`config.mk`:
```
export PLATFORM = sky130hd
export DESIGN_NAME = acat_alert_thresholds
export DESIGN_NICKNAME = d
export VERILOG_FILES = /design/src/acat_pkg.sv /design/src/acat_cfg_if.sv /design/src/acat_thr_bank.sv /design/src/acat_level_check.sv /design/src/acat_alert_thresholds.sv
export SDC_FILE = /design/constraint.sdc
export NUM_CORES = 1
export LEC_CHECK = 0
export ABC_AREA = 1
export BUFFER_PORTS_ARGS = -buffer_cell sky130_fd_sc_hd__buf_2
export CAP_MARGIN = 20
export CORE_ASPECT_RATIO = 1.1
export CORE_MARGIN = 8
export CORE_UTILIZATION = 57
export CTS_BUF_LIST = sky130_fd_sc_hd__clkbuf_8
export CTS_CLUSTER_DIAMETER = 40
export DETAILED_ROUTE_END_ITERATION = 7
export MAX_ROUTING_LAYER = met4
export PLACE_DENSITY_LB_ADDON = 0.1
export SKIP_LAST_GASP = 1
export SYNTH_ARGS = -nofsm -noshare
export SYNTH_HDL_FRONTEND = slang
export SYNTH_HIERARCHICAL = 1
export SYNTH_SLANG_ARGS = --single-unit
```
`constraint.sdc`:
```
create_clock -name clk_sys -period 2.05 [get_ports clk_sys]
set_input_delay 0.1025 -clock clk_sys [delete_from_list [all_inputs] [get_ports clk_sys]]
set_output_delay 0.1025 -clock clk_sys [all_outputs]
set_load 0.03 [all_outputs]
```
`src/acat_pkg.sv`:
```
package acat_pkg;

    // register port geometry
    localparam int ADDR_W = 8;
    localparam int DATA_W = 16;

    // register offsets on the plain register port
    localparam logic [7:0] OFS_AUX_CLR   = 8'h36;
    localparam logic [7:0] OFS_AUX_SET   = 8'h37;
    localparam logic [7:0] OFS_CMP_OV    = 8'h38;
    localparam logic [7:0] OFS_CMP_UV    = 8'h39;
    localparam logic [7:0] OFS_ALERT     = 8'h50;
    localparam logic [7:0] OFS_LAST_AUX  = 8'h51;
    localparam logic [7:0] OFS_LAST_CELL = 8'h52;

    // field widths and positions inside the 16-bit word
    localparam int AUX_W   = 14;
    localparam int CMP_W   = 10;
    localparam int AUX_LSB = 2;
    localparam int CMP_LSB = 6;

    // values after reset
    localparam logic [13:0] RST_AUX_CLR = 14'h0000;
    localparam logic [13:0] RST_AUX_SET = 14'h0000;
    localparam logic [9:0]  RST_CMP_OV  = 10'h3ff;
    localparam logic [9:0]  RST_CMP_UV  = 10'h000;
    localparam logic [15:0] RST_WORD    = 16'h0000;

    // boundary codes that switch a check off
    localparam logic [13:0] AUX_SET_OFF = 14'h0000;
    localparam logic [9:0]  CMP_OV_OFF  = 10'h3ff;
    localparam logic [9:0]  CMP_UV_OFF  = 10'h000;

    // reference select code for absolute auxiliary readings
    localparam logic REF_ABSOLUTE = 1'b1;

    // alert register bit positions
    localparam int ALERT_AUX_LOW  = 0;
    localparam int ALERT_CMP_HIGH = 1;
    localparam int ALERT_CMP_LOW  = 2;

    // threshold bank contents
    typedef struct packed {
        logic [13:0] aux_clr;
        logic [13:0] aux_set;
        logic [9:0]  cmp_ov;
        logic [9:0]  cmp_uv;
    } acat_thr_t;

    localparam acat_thr_t RST_THR = '{
        aux_clr: RST_AUX_CLR,
        aux_set: RST_AUX_SET,
        cmp_ov:  RST_CMP_OV,
        cmp_uv:  RST_CMP_UV
    };

endpackage : acat_pkg

```
`src/acat_cfg_if.sv`:
```
`timescale 1ns/1ps
`default_nettype none

// carries register writes into the bank and thresholds out of it
interface acat_cfg_if;
    import acat_pkg::*;

    logic               wr_en;
    logic [ADDR_W-1:0]  wr_addr;
    logic [DATA_W-1:0]  wr_data;
    acat_thr_t          thr;

    modport bank  (input wr_en, input wr_addr, input wr_data, output thr);
    modport user  (output wr_en, output wr_addr, output wr_data, input thr);
    modport check (input thr);

endinterface : acat_cfg_if

`default_nettype wire

```
`src/acat_thr_bank.sv`:
```
`timescale 1ns/1ps
`default_nettype none

module acat_thr_bank
(
    input  wire logic   clk_sys,
    input  wire logic   arst_n,
    acat_cfg_if.bank    cfg
);
    import acat_pkg::*;

    typedef struct packed {
        acat_thr_t thr;
    } acat_bank_state_t;

    acat_bank_state_t st_reg;
    acat_bank_state_t st_next;

    // only the documented field bits are stored; the low bits read zero
    always_comb
    begin
        st_next = st_reg;
        if (cfg.wr_en)
        begin
            unique case (cfg.wr_addr)
                OFS_AUX_CLR:
                    st_next.thr.aux_clr = cfg.wr_data[DATA_W-1:AUX_LSB];
                OFS_AUX_SET:
                    st_next.thr.aux_set = cfg.wr_data[DATA_W-1:AUX_LSB];
                OFS_CMP_OV:
                    st_next.thr.cmp_ov = cfg.wr_data[DATA_W-1:CMP_LSB];
                OFS_CMP_UV:
                    st_next.thr.cmp_uv = cfg.wr_data[DATA_W-1:CMP_LSB];
                default:
                    st_next = st_reg;
            endcase
        end
    end

    // threshold storage
    always_ff @(posedge clk_sys or negedge arst_n)
    begin
        if (!arst_n)
            st_reg <= '{thr: RST_THR};
        else
            st_reg <= st_next;
    end

    assign cfg.thr = st_reg.thr;

endmodule : acat_thr_bank

`default_nettype wire

```
`src/acat_level_check.sv`:
```
`timescale 1ns/1ps
`default_nettype none

module acat_level_check
(
    acat_cfg_if.check          cfg,
    input  wire logic [13:0]   aux_data,
    input  wire logic [9:0]    cell_data,
    output logic               aux_below_trip,
    output logic               aux_at_release,
    output logic               cell_above_high,
    output logic               cell_below_low
);
    import acat_pkg::*;

    // auxiliary hysteresis compares; a zero trip level never trips
    always_comb
    begin
        aux_below_trip = (aux_data < cfg.thr.aux_set);
        aux_at_release = (aux_data >= cfg.thr.aux_clr);
    end

    // comparator window; the boundary codes also gate the compare explicitly
    always_comb
    begin
        cell_above_high = (cfg.thr.cmp_ov != CMP_OV_OFF)
                       && (cell_data > cfg.thr.cmp_ov);
        cell_below_low  = (cfg.thr.cmp_uv != CMP_UV_OFF)
                       && (cell_data < cfg.thr.cmp_uv);
    end

endmodule : acat_level_check

`default_nettype wire

```
`src/acat_alert_thresholds.sv`:
```
// Summary of operation
// - A 14-bit absolute aux release level in bits 15:2 drops the aux low alert at or above it.
// - A 14-bit absolute aux trip level raises the aux low alert for absolute readings below it.
// - A trip level of zero can never be undercut, so absolute aux low checking is off.
// - A 10-bit cell high level in bits 15:6 over 5V flags comparator readings above it.
// - A cell high level of all ones switches comparator high checking off.
// - A 10-bit cell low level in bits 15:6 over 5V flags comparator readings below it.
// - A cell low level of zero switches comparator low checking off.
//
// Our own choice: strobed register access.
`timescale 1ns/1ps
`default_nettype none

module acat_alert_thresholds
(
    input  wire logic                          clk_sys,
    input  wire logic                          arst_n,
    input  wire logic [acat_pkg::ADDR_W-1:0]   reg_addr,
    input  wire logic [acat_pkg::DATA_W-1:0]   reg_wdata,
    input  wire logic                          reg_wr,
    input  wire logic                          reg_rd,
    output logic      [acat_pkg::DATA_W-1:0]   reg_rdata,
    input  wire logic                          aux_sample_valid,
    input  wire logic [acat_pkg::AUX_W-1:0]    aux_sample_data,
    input  wire logic                          aux_reference_select,
    input  wire logic                          cell_scan_valid,
    input  wire logic [acat_pkg::CMP_W-1:0]    cell_scan_data,
    output logic                               aux_low_alert_flag,
    output logic                               redundant_high_alert_flag,
    output logic                               redundant_low_alert_flag
);
    import acat_pkg::*;

    // all state of the top level
    typedef struct packed {
        logic [DATA_W-1:0] rdata;
        logic              aux_low;
        logic              cell_high;
        logic              cell_low;
        logic [AUX_W-1:0]  last_aux;
        logic [CMP_W-1:0]  last_cell;
    } acat_top_state_t;

    acat_top_state_t st_reg;
    acat_top_state_t st_next;

    acat_cfg_if cfg_bus ();

    logic aux_below_trip;
    logic aux_at_release;
    logic cell_above_high;
    logic cell_below_low;
    logic aux_abs_sample;
    logic alert_wr;
    logic clr_cell_high;
    logic clr_cell_low;
    logic [DATA_W-1:0] rd_word;

    // register writes pass straight to the bank
    assign cfg_bus.wr_en   = reg_wr;
    assign cfg_bus.wr_addr = reg_addr;
    assign cfg_bus.wr_data = reg_wdata;

    // threshold storage
    acat_thr_bank u_bank
    (
        .clk_sys (clk_sys),
        .arst_n  (arst_n),
        .cfg     (cfg_bus)
    );

    // level compares against the stored thresholds
    acat_level_check u_check
    (
        .cfg             (cfg_bus),
        .aux_data        (aux_sample_data),
        .cell_data       (cell_scan_data),
        .aux_below_trip  (aux_below_trip),
        .aux_at_release  (aux_at_release),
        .cell_above_high (cell_above_high),
        .cell_below_low  (cell_below_low)
    );

    // only absolute-reference aux readings are judged here;
    // ratiometric readings belong to another threshold pair
    assign aux_abs_sample = aux_sample_valid
                         && (aux_reference_select == REF_ABSOLUTE);

    // write-one-to-clear decode for the comparator flags
    assign alert_wr      = reg_wr && (reg_addr == OFS_ALERT);
    assign clr_cell_high = alert_wr && reg_wdata[ALERT_CMP_HIGH];
    assign clr_cell_low  = alert_wr && reg_wdata[ALERT_CMP_LOW];

    // read multiplexer; unmapped addresses read zero
    always_comb
    begin
        rd_word = RST_WORD;
        unique case (reg_addr)
            OFS_AUX_CLR:
                rd_word[DATA_W-1:AUX_LSB] = cfg_bus.thr.aux_clr;
            OFS_AUX_SET:
                rd_word[DATA_W-1:AUX_LSB] = cfg_bus.thr.aux_set;
            OFS_CMP_OV:
                rd_word[DATA_W-1:CMP_LSB] = cfg_bus.thr.cmp_ov;
            OFS_CMP_UV:
                rd_word[DATA_W-1:CMP_LSB] = cfg_bus.thr.cmp_uv;
            OFS_ALERT:
            begin
                rd_word[ALERT_AUX_LOW]  = st_reg.aux_low;
                rd_word[ALERT_CMP_HIGH] = st_reg.cell_high;
                rd_word[ALERT_CMP_LOW]  = st_reg.cell_low;
            end
            OFS_LAST_AUX:
                rd_word[DATA_W-1:AUX_LSB] = st_reg.last_aux;
            OFS_LAST_CELL:
                rd_word[DATA_W-1:CMP_LSB] = st_reg.last_cell;
            default:
                rd_word = RST_WORD;
        endcase
    end

    // next-state logic for read data, alerts and sample capture
    always_comb
    begin
        st_next = st_reg;

        // read data stand for the one cycle after the strobe only
        st_next.rdata = reg_rd ? rd_word : RST_WORD;

        // last absolute aux reading, for software inspection
        if (aux_abs_sample)
        begin
            st_next.last_aux = aux_sample_data;
        end

        // last comparator cell reading
        if (cell_scan_valid)
        begin
            st_next.last_cell = cell_scan_data;
        end

        // hysteretic aux low alert; a reading between the two levels keeps
        // the flag as it is, and tripping is checked first so that a
        // misordered pair of levels still reports the low reading
        if (aux_abs_sample)
        begin
            if (aux_below_trip)
            begin
                st_next.aux_low = 1'b1;
            end
            else if (aux_at_release)
            begin
                st_next.aux_low = 1'b0;
            end
        end

        // comparator flags are sticky; software clears by writing one,
        // and a scan that hits in the same cycle wins over the clear
        if (clr_cell_high)
        begin
            st_next.cell_high = 1'b0;
        end
        if (clr_cell_low)
        begin
            st_next.cell_low = 1'b0;
        end
        if (cell_scan_valid)
        begin
            if (cell_above_high)
            begin
                st_next.cell_high = 1'b1;
            end
            if (cell_below_low)
            begin
                st_next.cell_low = 1'b1;
            end
        end
    end

    // single state register of the top level
    always_ff @(posedge clk_sys or negedge arst_n)
    begin
        if (!arst_n)
        begin
            st_reg <= '{
                rdata:     RST_WORD,
                aux_low:   1'b0,
                cell_high: 1'b0,
                cell_low:  1'b0,
                last_aux:  RST_AUX_SET,
                last_cell: RST_CMP_UV
            };
        end
        else
        begin
            st_reg <= st_next;
        end
    end

    // outputs straight from the state register
    assign reg_rdata                 = st_reg.rdata;
    assign aux_low_alert_flag        = st_reg.aux_low;
    assign redundant_high_alert_flag = st_reg.cell_high;
    assign redundant_low_alert_flag  = st_reg.cell_low;

endmodule : acat_alert_thresholds

`default_nettype wire

```
==> results.yml, run 1 <==
outcome:
  status: "complete, no violations"
placement:
  place_congestion: 0.890
  place_ws_ns: 0.410
  io_buffers: 72
  post-dp-hpwl_mm: 11.2
final_layout:
  largest_reg_flops: 48
  antennaDiodeCount: 0
  most-common-layout-cells: "nand2_1, nand3_1, inv_1"
  drive_above_1_share_pct: 19.3
  mostFrequentLayoutCell: "nand2_1"
  nFillCells: 913
  final_nets: 924
  area_growth_pct: 12.7
die:
  ioPinCount: 74
  dieHeight_um: 122
  dieArea_um2: 13800
  rows: 39
  die_w_um: 113
  core-area_um2: 10200
  start_util_pct: 57.4
global_route:
  overflow: 0
  grt_use_met1_pct: 28.9
  top_usage_layer: "met2"
  grt_pass1_wl_mm: 25.2
  grt_usage_pct: 23.7
  grt_pass1_vias: 5112
  grt_util_met3_pct: 4.48
  grt_antenna_before_repair: 0
  met2_usage_pct: 39.7
  grt_max_degree: 59
yosys:
  synth_top_family_by_area: "simple AND/OR/NAND/NOR gates"
  synth_top_area_share_pct: 34.6
  synth-simple-area-share_pct: 33.8
  synth_top_area_cell: "dfrtp_1"
  synth.distinct_cells: 27
  synth_cells: 747
  synth_compound_area_share_pct: 1.69
  synth-xor-area-share_pct: 0
  netlist_top_cells_area: "dfrtp_1, nand2_1, nand3_1"
  ys_ff_latch: 91
  muxShareOfSynthArea_pct: 4.62
  syn_area_um2: 5850
  synth_warnings: 6
  ys_seq_area_share_pct: 39.1
  synth_nets: 848
  syn_area_per_cell_um2: 7.84
  synthAdderAreaFrac_pct: 9.83
clocking:
  cts_tree: "built"
  clk_pin_slew_ns: 0.09
  numCtsBuffers: 9
  clk_latency_ns: 0.37
  cts_root_buf: "clkbuf_8"
  htree_levels: 3
  post-cts-setup-buffers: 0
  cts_sinks: 91
  clk_path_buf_depth: 2
route:
  firstDrtPassIters: 5
  antenna_left: 0
  routed_wl_mm: 15.1
  vias: 5150
  drc_errors: 0
  wl_per_cell_um: 15.9
  vias_per_cell: 5.42
  first_iter_violations: 376
timing:
  fin_crit_sh_pct: 81.5
  slew_headroom_pct: 53.4
  tightest_slew_ns: 0.697
  drv_slew: 0
  setup_tns_ns: 0
  final-setup-viol-count: 0
  rsz0062_at_grt: "false"
  clock_skew_ns: 0.00574
  finalHoldViolCount: 0
  timing.final.ws_setup_ns: 0.378
  period_minus_slack_ns: 1.67
  fmax_mhz: 598
hold_path:
  hp-start: "cell_scan_data[6]"
  worstHoldEndpoint: "st_reg[6]"
  hold_class: "input pin to flip-flop"
  worstHoldPathCells: 2
critical_path:
  crit_fanout: 4
  ff2ff_path_depth: 10
  startpoint_type: "flip-flop"
  worstPathArrival_ns: 1.94
  required_ns: 2.31
  critical_path_class: "flip-flop to flip-flop"
  crit_path_end_kind: "flip-flop"
  r2r-start: "u_bank/cfg.thr[19]"
  r2r_slack_ns: 0.38
  rr_endpoint: "redundant_high_alert_flag"
run:
  max_cap_violations: 0
pwr:
  pwr_density_cell_nw_per_um2: 607
  power_frac_comb_pct: 16.7
  cellLeakagePower_nw: 3.46
  pwr-share-clk_pct: 33.2
  cell_internal_pwr_w: 0.00286
  seqPwrFrac_pct: 50.1
  p_sw_share_pct: 28.5
  switchingPower_w: 0.00114
  irDropWorstVdd_v: 0.000412
worst max-delay path, stage by stage, from the launching register on:
cell and delay (ns):
dfstp_2 0.57, inv_1 0.05, ha_1 0.32, nand2_2 0.11
inv_1 0.04, a21oi_1 0.13, nand2_1 0.06, nor2_1 0.12
nor2_2 0.05, nand2_1 0.06, nand2_1 0.05
cells in the mapped netlist:
master / count
nor2_4: 7
buf_6: 7
nor2_8: 1
inv_2: 5
a21oi_2: 1
nand4_1: 5
buf_2: 10
and2_1: 1
nand3_1: 151
nand2_1: 202
dfstp_2: 10
nand2_2: 7
inv_1: 90
buf_4: 20
a32o_1: 1
a21oi_1: 12
nand3_4: 1
nor2_2: 8
nor3_1: 1
nor2_1: 49
mux2_2: 24
a21o_1: 2
clkinv_1: 1
o21ai_1: 1
dfrtp_1: 81
ha_1: 46
nand3_2: 3
power by group through the flow:
stage,clock network (W),logic [W],registers (W)
global placement,0,0.000609,0.00203
finish,0.00133,0.000668,0.00201
CTS,0.00135,0.000671,0.00200
detailed placement,0,0.000633,0.00204
floorplan,0,0.000380,0.00202
global route,0.00142,0.000762,0.00202
how the worst max path moves through the flow:
stage                        from  depth (start not counted)                   endpoint  slack, ns
2_1_floorplan  u_bank/cfg.thr[19]                         10  redundant_high_alert_flag       0.52
3_3_place_gp   u_bank/cfg.thr[19]                         10  redundant_high_alert_flag       0.44
3_5_place_dp   u_bank/cfg.thr[19]                         10  redundant_high_alert_flag       0.41
4_1_cts        u_bank/cfg.thr[19]                         10  redundant_high_alert_flag       0.40
5_1_grt        u_bank/cfg.thr[19]                         10  redundant_high_alert_flag       0.19
6_report       u_bank/cfg.thr[19]                         10  redundant_high_alert_flag       0.38
per-stage QoR:
| stage | cells | utilization [%] | hold WS, ns | instance area, um^2 | total power (W) |
|---|---|---|---|---|---|
| floorplan | 747 | - | -0.193 | 5850 | 0.00240 |
| global placement | 912 | 60.4 | 0.0823 | 6160 | 0.00264 |
| detailed placement | 912 | 60.4 | 0.0869 | 6160 | 0.00267 |
| CTS | 951 | 64.7 | 0.000148 | 6600 | 0.00402 |
| global route | 951 | 64.7 | 0.00476 | 6600 | 0.00421 |
| finish | 951 | 64.7 | 0.00447 | 6600 | 0.00400 |
logic make-up after synthesis:
group | after synthesis
buffers and inverters | 133
adder cells (fa/ha/maj) | 46
flip-flops | 91
AND/OR/NAND/NOR | 436
AO/OA/AOI/OAI | 17
multiplexers | 24
metal layers:
layer | vias to the layer above | wire length (um) | share of wire (%)
met5 | - | 0 | 0
met4 | 0 | 199 | 1.3
met3 | 18 | 960 | 6.3
met2 | 177 | 7560 | 50
met1 | 2423 | 6430 | 42
li1 | 2532 | - | -
timing repair:
item	in CTS	in global routing
endpoints found under the hold margin	56	0
hold buffers	23	0
gates resized for setup	0	0
setup endpoints to repair	0	0
cell type report:
class | instances | area [um^2] | area share (%)
Clock inverter | 7 | 85.1 | 1.29
Timing Repair Buffer | 102 | 658 | 9.98
Inverter | 96 | 360 | 5.46
Tap cell | 123 | 154 | 2.33
Sequential cell | 91 | 2290 | 34.7
Clock buffer | 9 | 124 | 1.88
Multi-Input combinational cell | 523 | 2930 | 44.3
(Power assumes the default switching activity.)
==> run 2: changes to the inputs <==
Settings changed: CORE_UTILIZATION 57 to 55.
Clock period 2.05 ns to 1.5 ns, I/O delays scaled along.
==> run 2 against run 1 <==
  * Wire length up 12%
  * Highest routed layer unchanged
  * Critical endpoint unchanged
  * The flow now finishes with violations (setup timing)
  * First-iteration DRC count shrank 8.5%
  * Critical path depth is the same
  * Via count increased by 7.7%
  * Global-route usage increased by 0.73 points
  * Power increased by 45%
  * Design area rose by 13%
  * Maximum frequency increased by 6.1%
  * Largest cell class unchanged
  * Final cell count rose by 7.9%
==> results.yml, run 2 (synthesis gave the netlist of run 1 again) <==
outcome:
  status: "finished with violations"
  violations: "setup timing"
die:
  dieHeight_um: 124
  start_util_pct: 56.3
  die_w_um: 114
  ioPinCount: 74
  dieArea_um2: 14200
  core-area_um2: 10400
  rows: 39
clocking:
  clk_latency_ns: 0.36
  clk_path_buf_depth: 2
  numCtsBuffers: 9
  cts_tree: "built"
  htree_levels: 3
  cts_root_buf: "clkbuf_8"
  clk_pin_slew_ns: 0.09
  cts_sinks: 91
global_route:
  grt_usage_pct: 24.4
  grt_max_degree: 50
  grt_pass1_vias: 5541
  grt_antenna_before_repair: 0
  grt_pass1_wl_mm: 27.1
  overflow: 0
timing:
  rsz0062_at_grt: "true"
  period_minus_slack_ns: 1.57
  final-setup-viol-count: 2
  fmax_mhz: 635
  timing.hold.ws_ns: 0.0205
  tightest_slew_ns: 0.474
  fin_crit_sh_pct: 105
  drv_slew: 0
  slew_headroom_pct: 68.4
  finalHoldViolCount: 0
  clock_skew_ns: 0.00798
  timing.final.ws_setup_ns: -0.0749
route:
  firstDrtPassIters: 6
  wl_met1_mm: 7.11
  drc_errors: 0
  wl_per_cell_um: 16.6
  vias: 5544
  routed_wl_mm: 17.0
  vias_per_cell: 5.40
  first_iter_violations: 344
  highest_layer: "met4"
  antenna_left: 0
  dr_wl_met3_um: 933
  wl_met2_mm: 8.58
pwr:
  pwr_density_cell_nw_per_um2: 778
  irDropWorstVdd_v: 0.000472
  cellLeakagePower_nw: 3.80
final_layout:
  nFillCells: 856
  post-route-util_pct: 71.6
  multi_input_area_um2: 3260
  most-common-layout-cells: "nand2_1, nand3_1, dfrtp_1"
  antennaDiodeCount: 0
  largest_reg_flops: 48
  area_growth_pct: 27.1
  final_nets: 980
  mostFrequentLayoutCell: "nand2_1"
  design_area_um2: 7440
  ff_latch_area_um2: 2290
  drive_above_1_share_pct: 30.0
  fin_cells: 1026
critical_path:
  crit_fanout: 2
  worstPathArrival_ns: 1.83
  startpoint_type: "flip-flop"
  critical_path_class: "flip-flop to flip-flop"
  required_ns: 1.76
  crit_path_end_kind: "flip-flop"
hold_path:
  hold_class: "input pin to flip-flop"
run:
  max_cap_violations: 0
placement:
  place_congestion: 0.882
  place_area_um2: 6460
  place_ws_ns: -0.0550
  dpl.cell_count: 963
  post-dp-hpwl_mm: 12.0
  io_buffers: 72
run 2: path summary, 6_finish.rpt:
kind / startpoint / endpoint / slack (ns) / cells after the start
setup / recovery: u_bank/cfg.thr[19] / redundant_high_alert_flag / -0.07 / 10
hold / removal: aux_sample_data[7] / st_reg[17] / 0.02 / 2
setup reg to reg: u_bank/cfg.thr[19] / redundant_high_alert_flag / -0.07 / 10
hold reg to reg: u_bank/cfg.thr[10] / u_bank/cfg.thr[10] / 0.50 / 2
max in group asynchronous: arst_n / u_bank/cfg.thr[13] / 0.66 / 3
min in group asynchronous: arst_n / reg_rdata[4] / 0.21 / 2
run 2: final cells by class:
| cell class | instances | area share [%] |
|---|---|---|
| multi-input combinational | 523 | 43.8 |
| sequential | 91 | 30.8 |
| tap | 143 | 2.40 |
| clock inverter | 5 | 1.04 |
| clock buffer | 10 | 1.85 |
| inverter | 96 | 4.84 |
| timing repair buffer | 158 | 15.3 |
run 2: timing repair:
action                                 4_1_cts  5_1_grt
hold buffers                                33        0
endpoints found under the hold margin       75        0
setup buffers                                3       12
pin swaps                                   20       35
resized for setup                           18       45
setup endpoints to repair                    3        3
run 2: through the flow:
step	power (W)	TNS [ns]
floorplan	0.00329	0
CTS	0.00568	-0.0477
global placement	0.00369	-0.0452
detailed placement	0.00372	-0.0921
global route	0.00603	-0.248
finish	0.00579	-0.0767
run 2: where the power goes:
| group | internal, W | switching, W | total, W | leakage, nW |
|---|---|---|---|---|
| registers | 0.00262 | 0.000115 | 0.00273 | 1.16 |
| clock network | 0.000970 | 0.000888 | 0.00186 | 0.108 |
| logic | 0.000535 | 0.000661 | 0.00120 | 2.53 |
run 2: worst max-delay path, cell delays in order, from the launching register on:
cell and delay (ns):
dfstp_2 0.55, inv_2 0.04, ha_4 0.22, nand2_1 0.06
nand2_1 0.08, a21oi_1 0.16, nand2_1 0.08, nor2_1 0.13
nor2_2 0.04, nand2_1 0.06, nand2_1 0.05
run 2: routing by layer:
metal  global-route usage, %  vias to the layer above
li1                        -                     2650
met3                    4.17                       29
met5                       -                        -
met2                    40.3                      184
met4                    8.71                        0
met1                    29.3                     2681
==> run 3: changes to the inputs <==
Settings changed: REMOVE_ABC_BUFFERS set to 1.
==> run 3 against run 2 <==
  * The flow still finishes with violations (setup timing)
  * Critical path depth stayed put
  * Wire length is 2.1% lower
  * Sequential power hardly changed
  * Critical path type unchanged
==> results.yml, run 3 (synthesis gave the netlist of run 1 again) <==
final_layout:
  mostFrequentLayoutCell: "nand2_1"
  antennaDiodeCount: 0
  multi_input_area_um2: 3210
  ff_latch_area_um2: 2290
  drive_above_1_share_pct: 29.1
  largest_reg_flops: 48
  final_nets: 985
  nFillCells: 844
  design_area_um2: 7420
  area_growth_pct: 26.7
  most-common-layout-cells: "nand2_1, nand3_1, dfrtp_1"
timing:
  fmax_mhz: 642
  setup_tns_ns: -0.0666
  timing.final.ws_setup_ns: -0.0583
  drv_slew: 0
  tightest_slew_ns: 0.479
  fin_crit_sh_pct: 104
  slew_headroom_pct: 68.0
  period_minus_slack_ns: 1.56
  finalHoldViolCount: 0
  clock_skew_ns: 0.0114
  rsz0062_at_grt: "true"
  final-setup-viol-count: 2
clocking:
  htree_levels: 3
  clk_pin_slew_ns: 0.10
  cts_root_buf: "clkbuf_8"
  clk_path_buf_depth: 2
  clk_latency_ns: 0.38
  cts_sinks: 91
  numCtsBuffers: 9
  cts_tree: "built"
critical_path:
  cpMaxStageDelayCell: "dfstp_2"
  rr_endpoint: "redundant_high_alert_flag"
  required_ns: 1.81
  worstPathArrival_ns: 1.87
  startpoint_type: "flip-flop"
  r2r_slack_ns: -0.06
  crit_chain: "inv_2 -> ha_4 -> nand2_4 -> nor2_4 -> inv_2 -> a21oi_2 -> nor2_2 -> nor2_2 -> nand2_1 -> nand2_1"
  critical_path_class: "flip-flop to flip-flop"
  ff2ff_path_depth: 10
  crit_path_end_kind: "flip-flop"
  r2r-start: "u_bank/cfg.thr[18]"
  crit_fanout: 3
  max_stage_delay_ns: 0.56
placement:
  place_area_um2: 6500
  post-dp-hpwl_mm: 11.9
  io_buffers: 72
  place_ws_ns: -0.106
  place_congestion: 0.890
pwr:
  pwr_density_cell_nw_per_um2: 754
  irDropWorstVdd_v: 0.000532
  cellLeakagePower_nw: 3.79
hold_path:
  hold_class: "input pin to flip-flop"
  worstHoldEndpoint: "st_reg[1]"
  hp-start: "cell_scan_data[1]"
  worstHoldPathCells: 2
global_route:
  grt_max_degree: 50
  grt_antenna_before_repair: 0
  overflow: 0
  grt_pass1_wl_mm: 26.9
  grt_usage_pct: 24.4
  grt_pass1_vias: 5553
die:
  dieArea_um2: 14200
  rows: 39
  ioPinCount: 74
  start_util_pct: 56.3
  core-area_um2: 10400
  dieHeight_um: 124
  die_w_um: 114
route:
  firstDrtPassIters: 7
  first_iter_violations: 288
  drc_errors: 0
  antenna_left: 0
  vias_per_cell: 5.27
  wl_per_cell_um: 16.1
  vias: 5440
  routed_wl_mm: 16.6
run:
  max_cap_violations: 0
outcome:
  violations: "setup timing"
  status: "finished with violations"
-- run 3: changes by cell type in the layout (fill, tap and decap cells not counted), sizes merged --
cell,before,now
clkinv,3,4
buf,125,128
clkinvlp,1,2
inv,95,96
bufinv,2,1
clkbuf,10,9
dlygate4sd3,33,35
-- run 3: where the power goes --
part	total [W]	internal, W	switching (W)
registers	0.00273	0.00262	0.000110
clock network	0.00169	0.000767	0.000926
logic	0.00117	0.000526	0.000649
-- run 3: routing by layer --
layer | track usage (%) | up-vias | wire length [um]
li1 | - | 2662 | -
met1 | 29.1 | 2573 | 6970
met2 | 42.1 | 179 | 8610
met3 | 1.75 | 26 | 807
met4 | 8.63 | 0 | 255
met5 | - | - | 0
-- run 3: stage by stage --
step,util [%],hold slack (ns),power [W],std cells
finish,71.4,0.0129,0.00560,1032
global route,71.4,0.0246,0.00585,1032
CTS,69.4,0.00320,0.00555,1023
detailed placement,62.5,0.0496,0.00372,969
global placement,62.5,0.0480,0.00369,969
floorplan,-,-0.221,0.00326,710
-- run 3: layout make-up --
cell class	count	area share [%]
clock buffer	9	1.67
multi-input combinational	523	43.3
clock inverter	7	0.961
timing repair buffer	163	16.0
sequential	91	30.9
inverter	96	4.86
tap	143	2.41
-- run 3: worst max path at each step --
stage	startpoint	to	slack [ns]
after floorplan	reg_addr[7]	reg_rdata[10]	-0.06
after global placement	u_bank/cfg.thr[19]	redundant_high_alert_flag	-0.08
after detailed placement	u_bank/cfg.thr[19]	redundant_high_alert_flag	-0.11
after CTS	u_bank/cfg.thr[16]	redundant_high_alert_flag	-0.01
after global routing	u_bank/cfg.thr[18]	redundant_high_alert_flag	-0.13
final	u_bank/cfg.thr[18]	redundant_high_alert_flag	-0.06
-- run 3: repair_timing --
action	in CTS	in global routing
pin swaps	22	17
gates resized for setup	24	29
endpoints found under the hold margin	104	0
setup endpoints to repair	3	3
hold buffers	35	0
setup buffers	3	9
-- run 3: critical path, delay by kind of cell, from the launching register on --
family	cells	cell delay [ns]
and+or+nand+nor	6	0.44
DFF	1	0.56
AOI/OAI and AO/OA	1	0.12
buffers and inverters	2	0.09
adders and majority gates	1	0.27
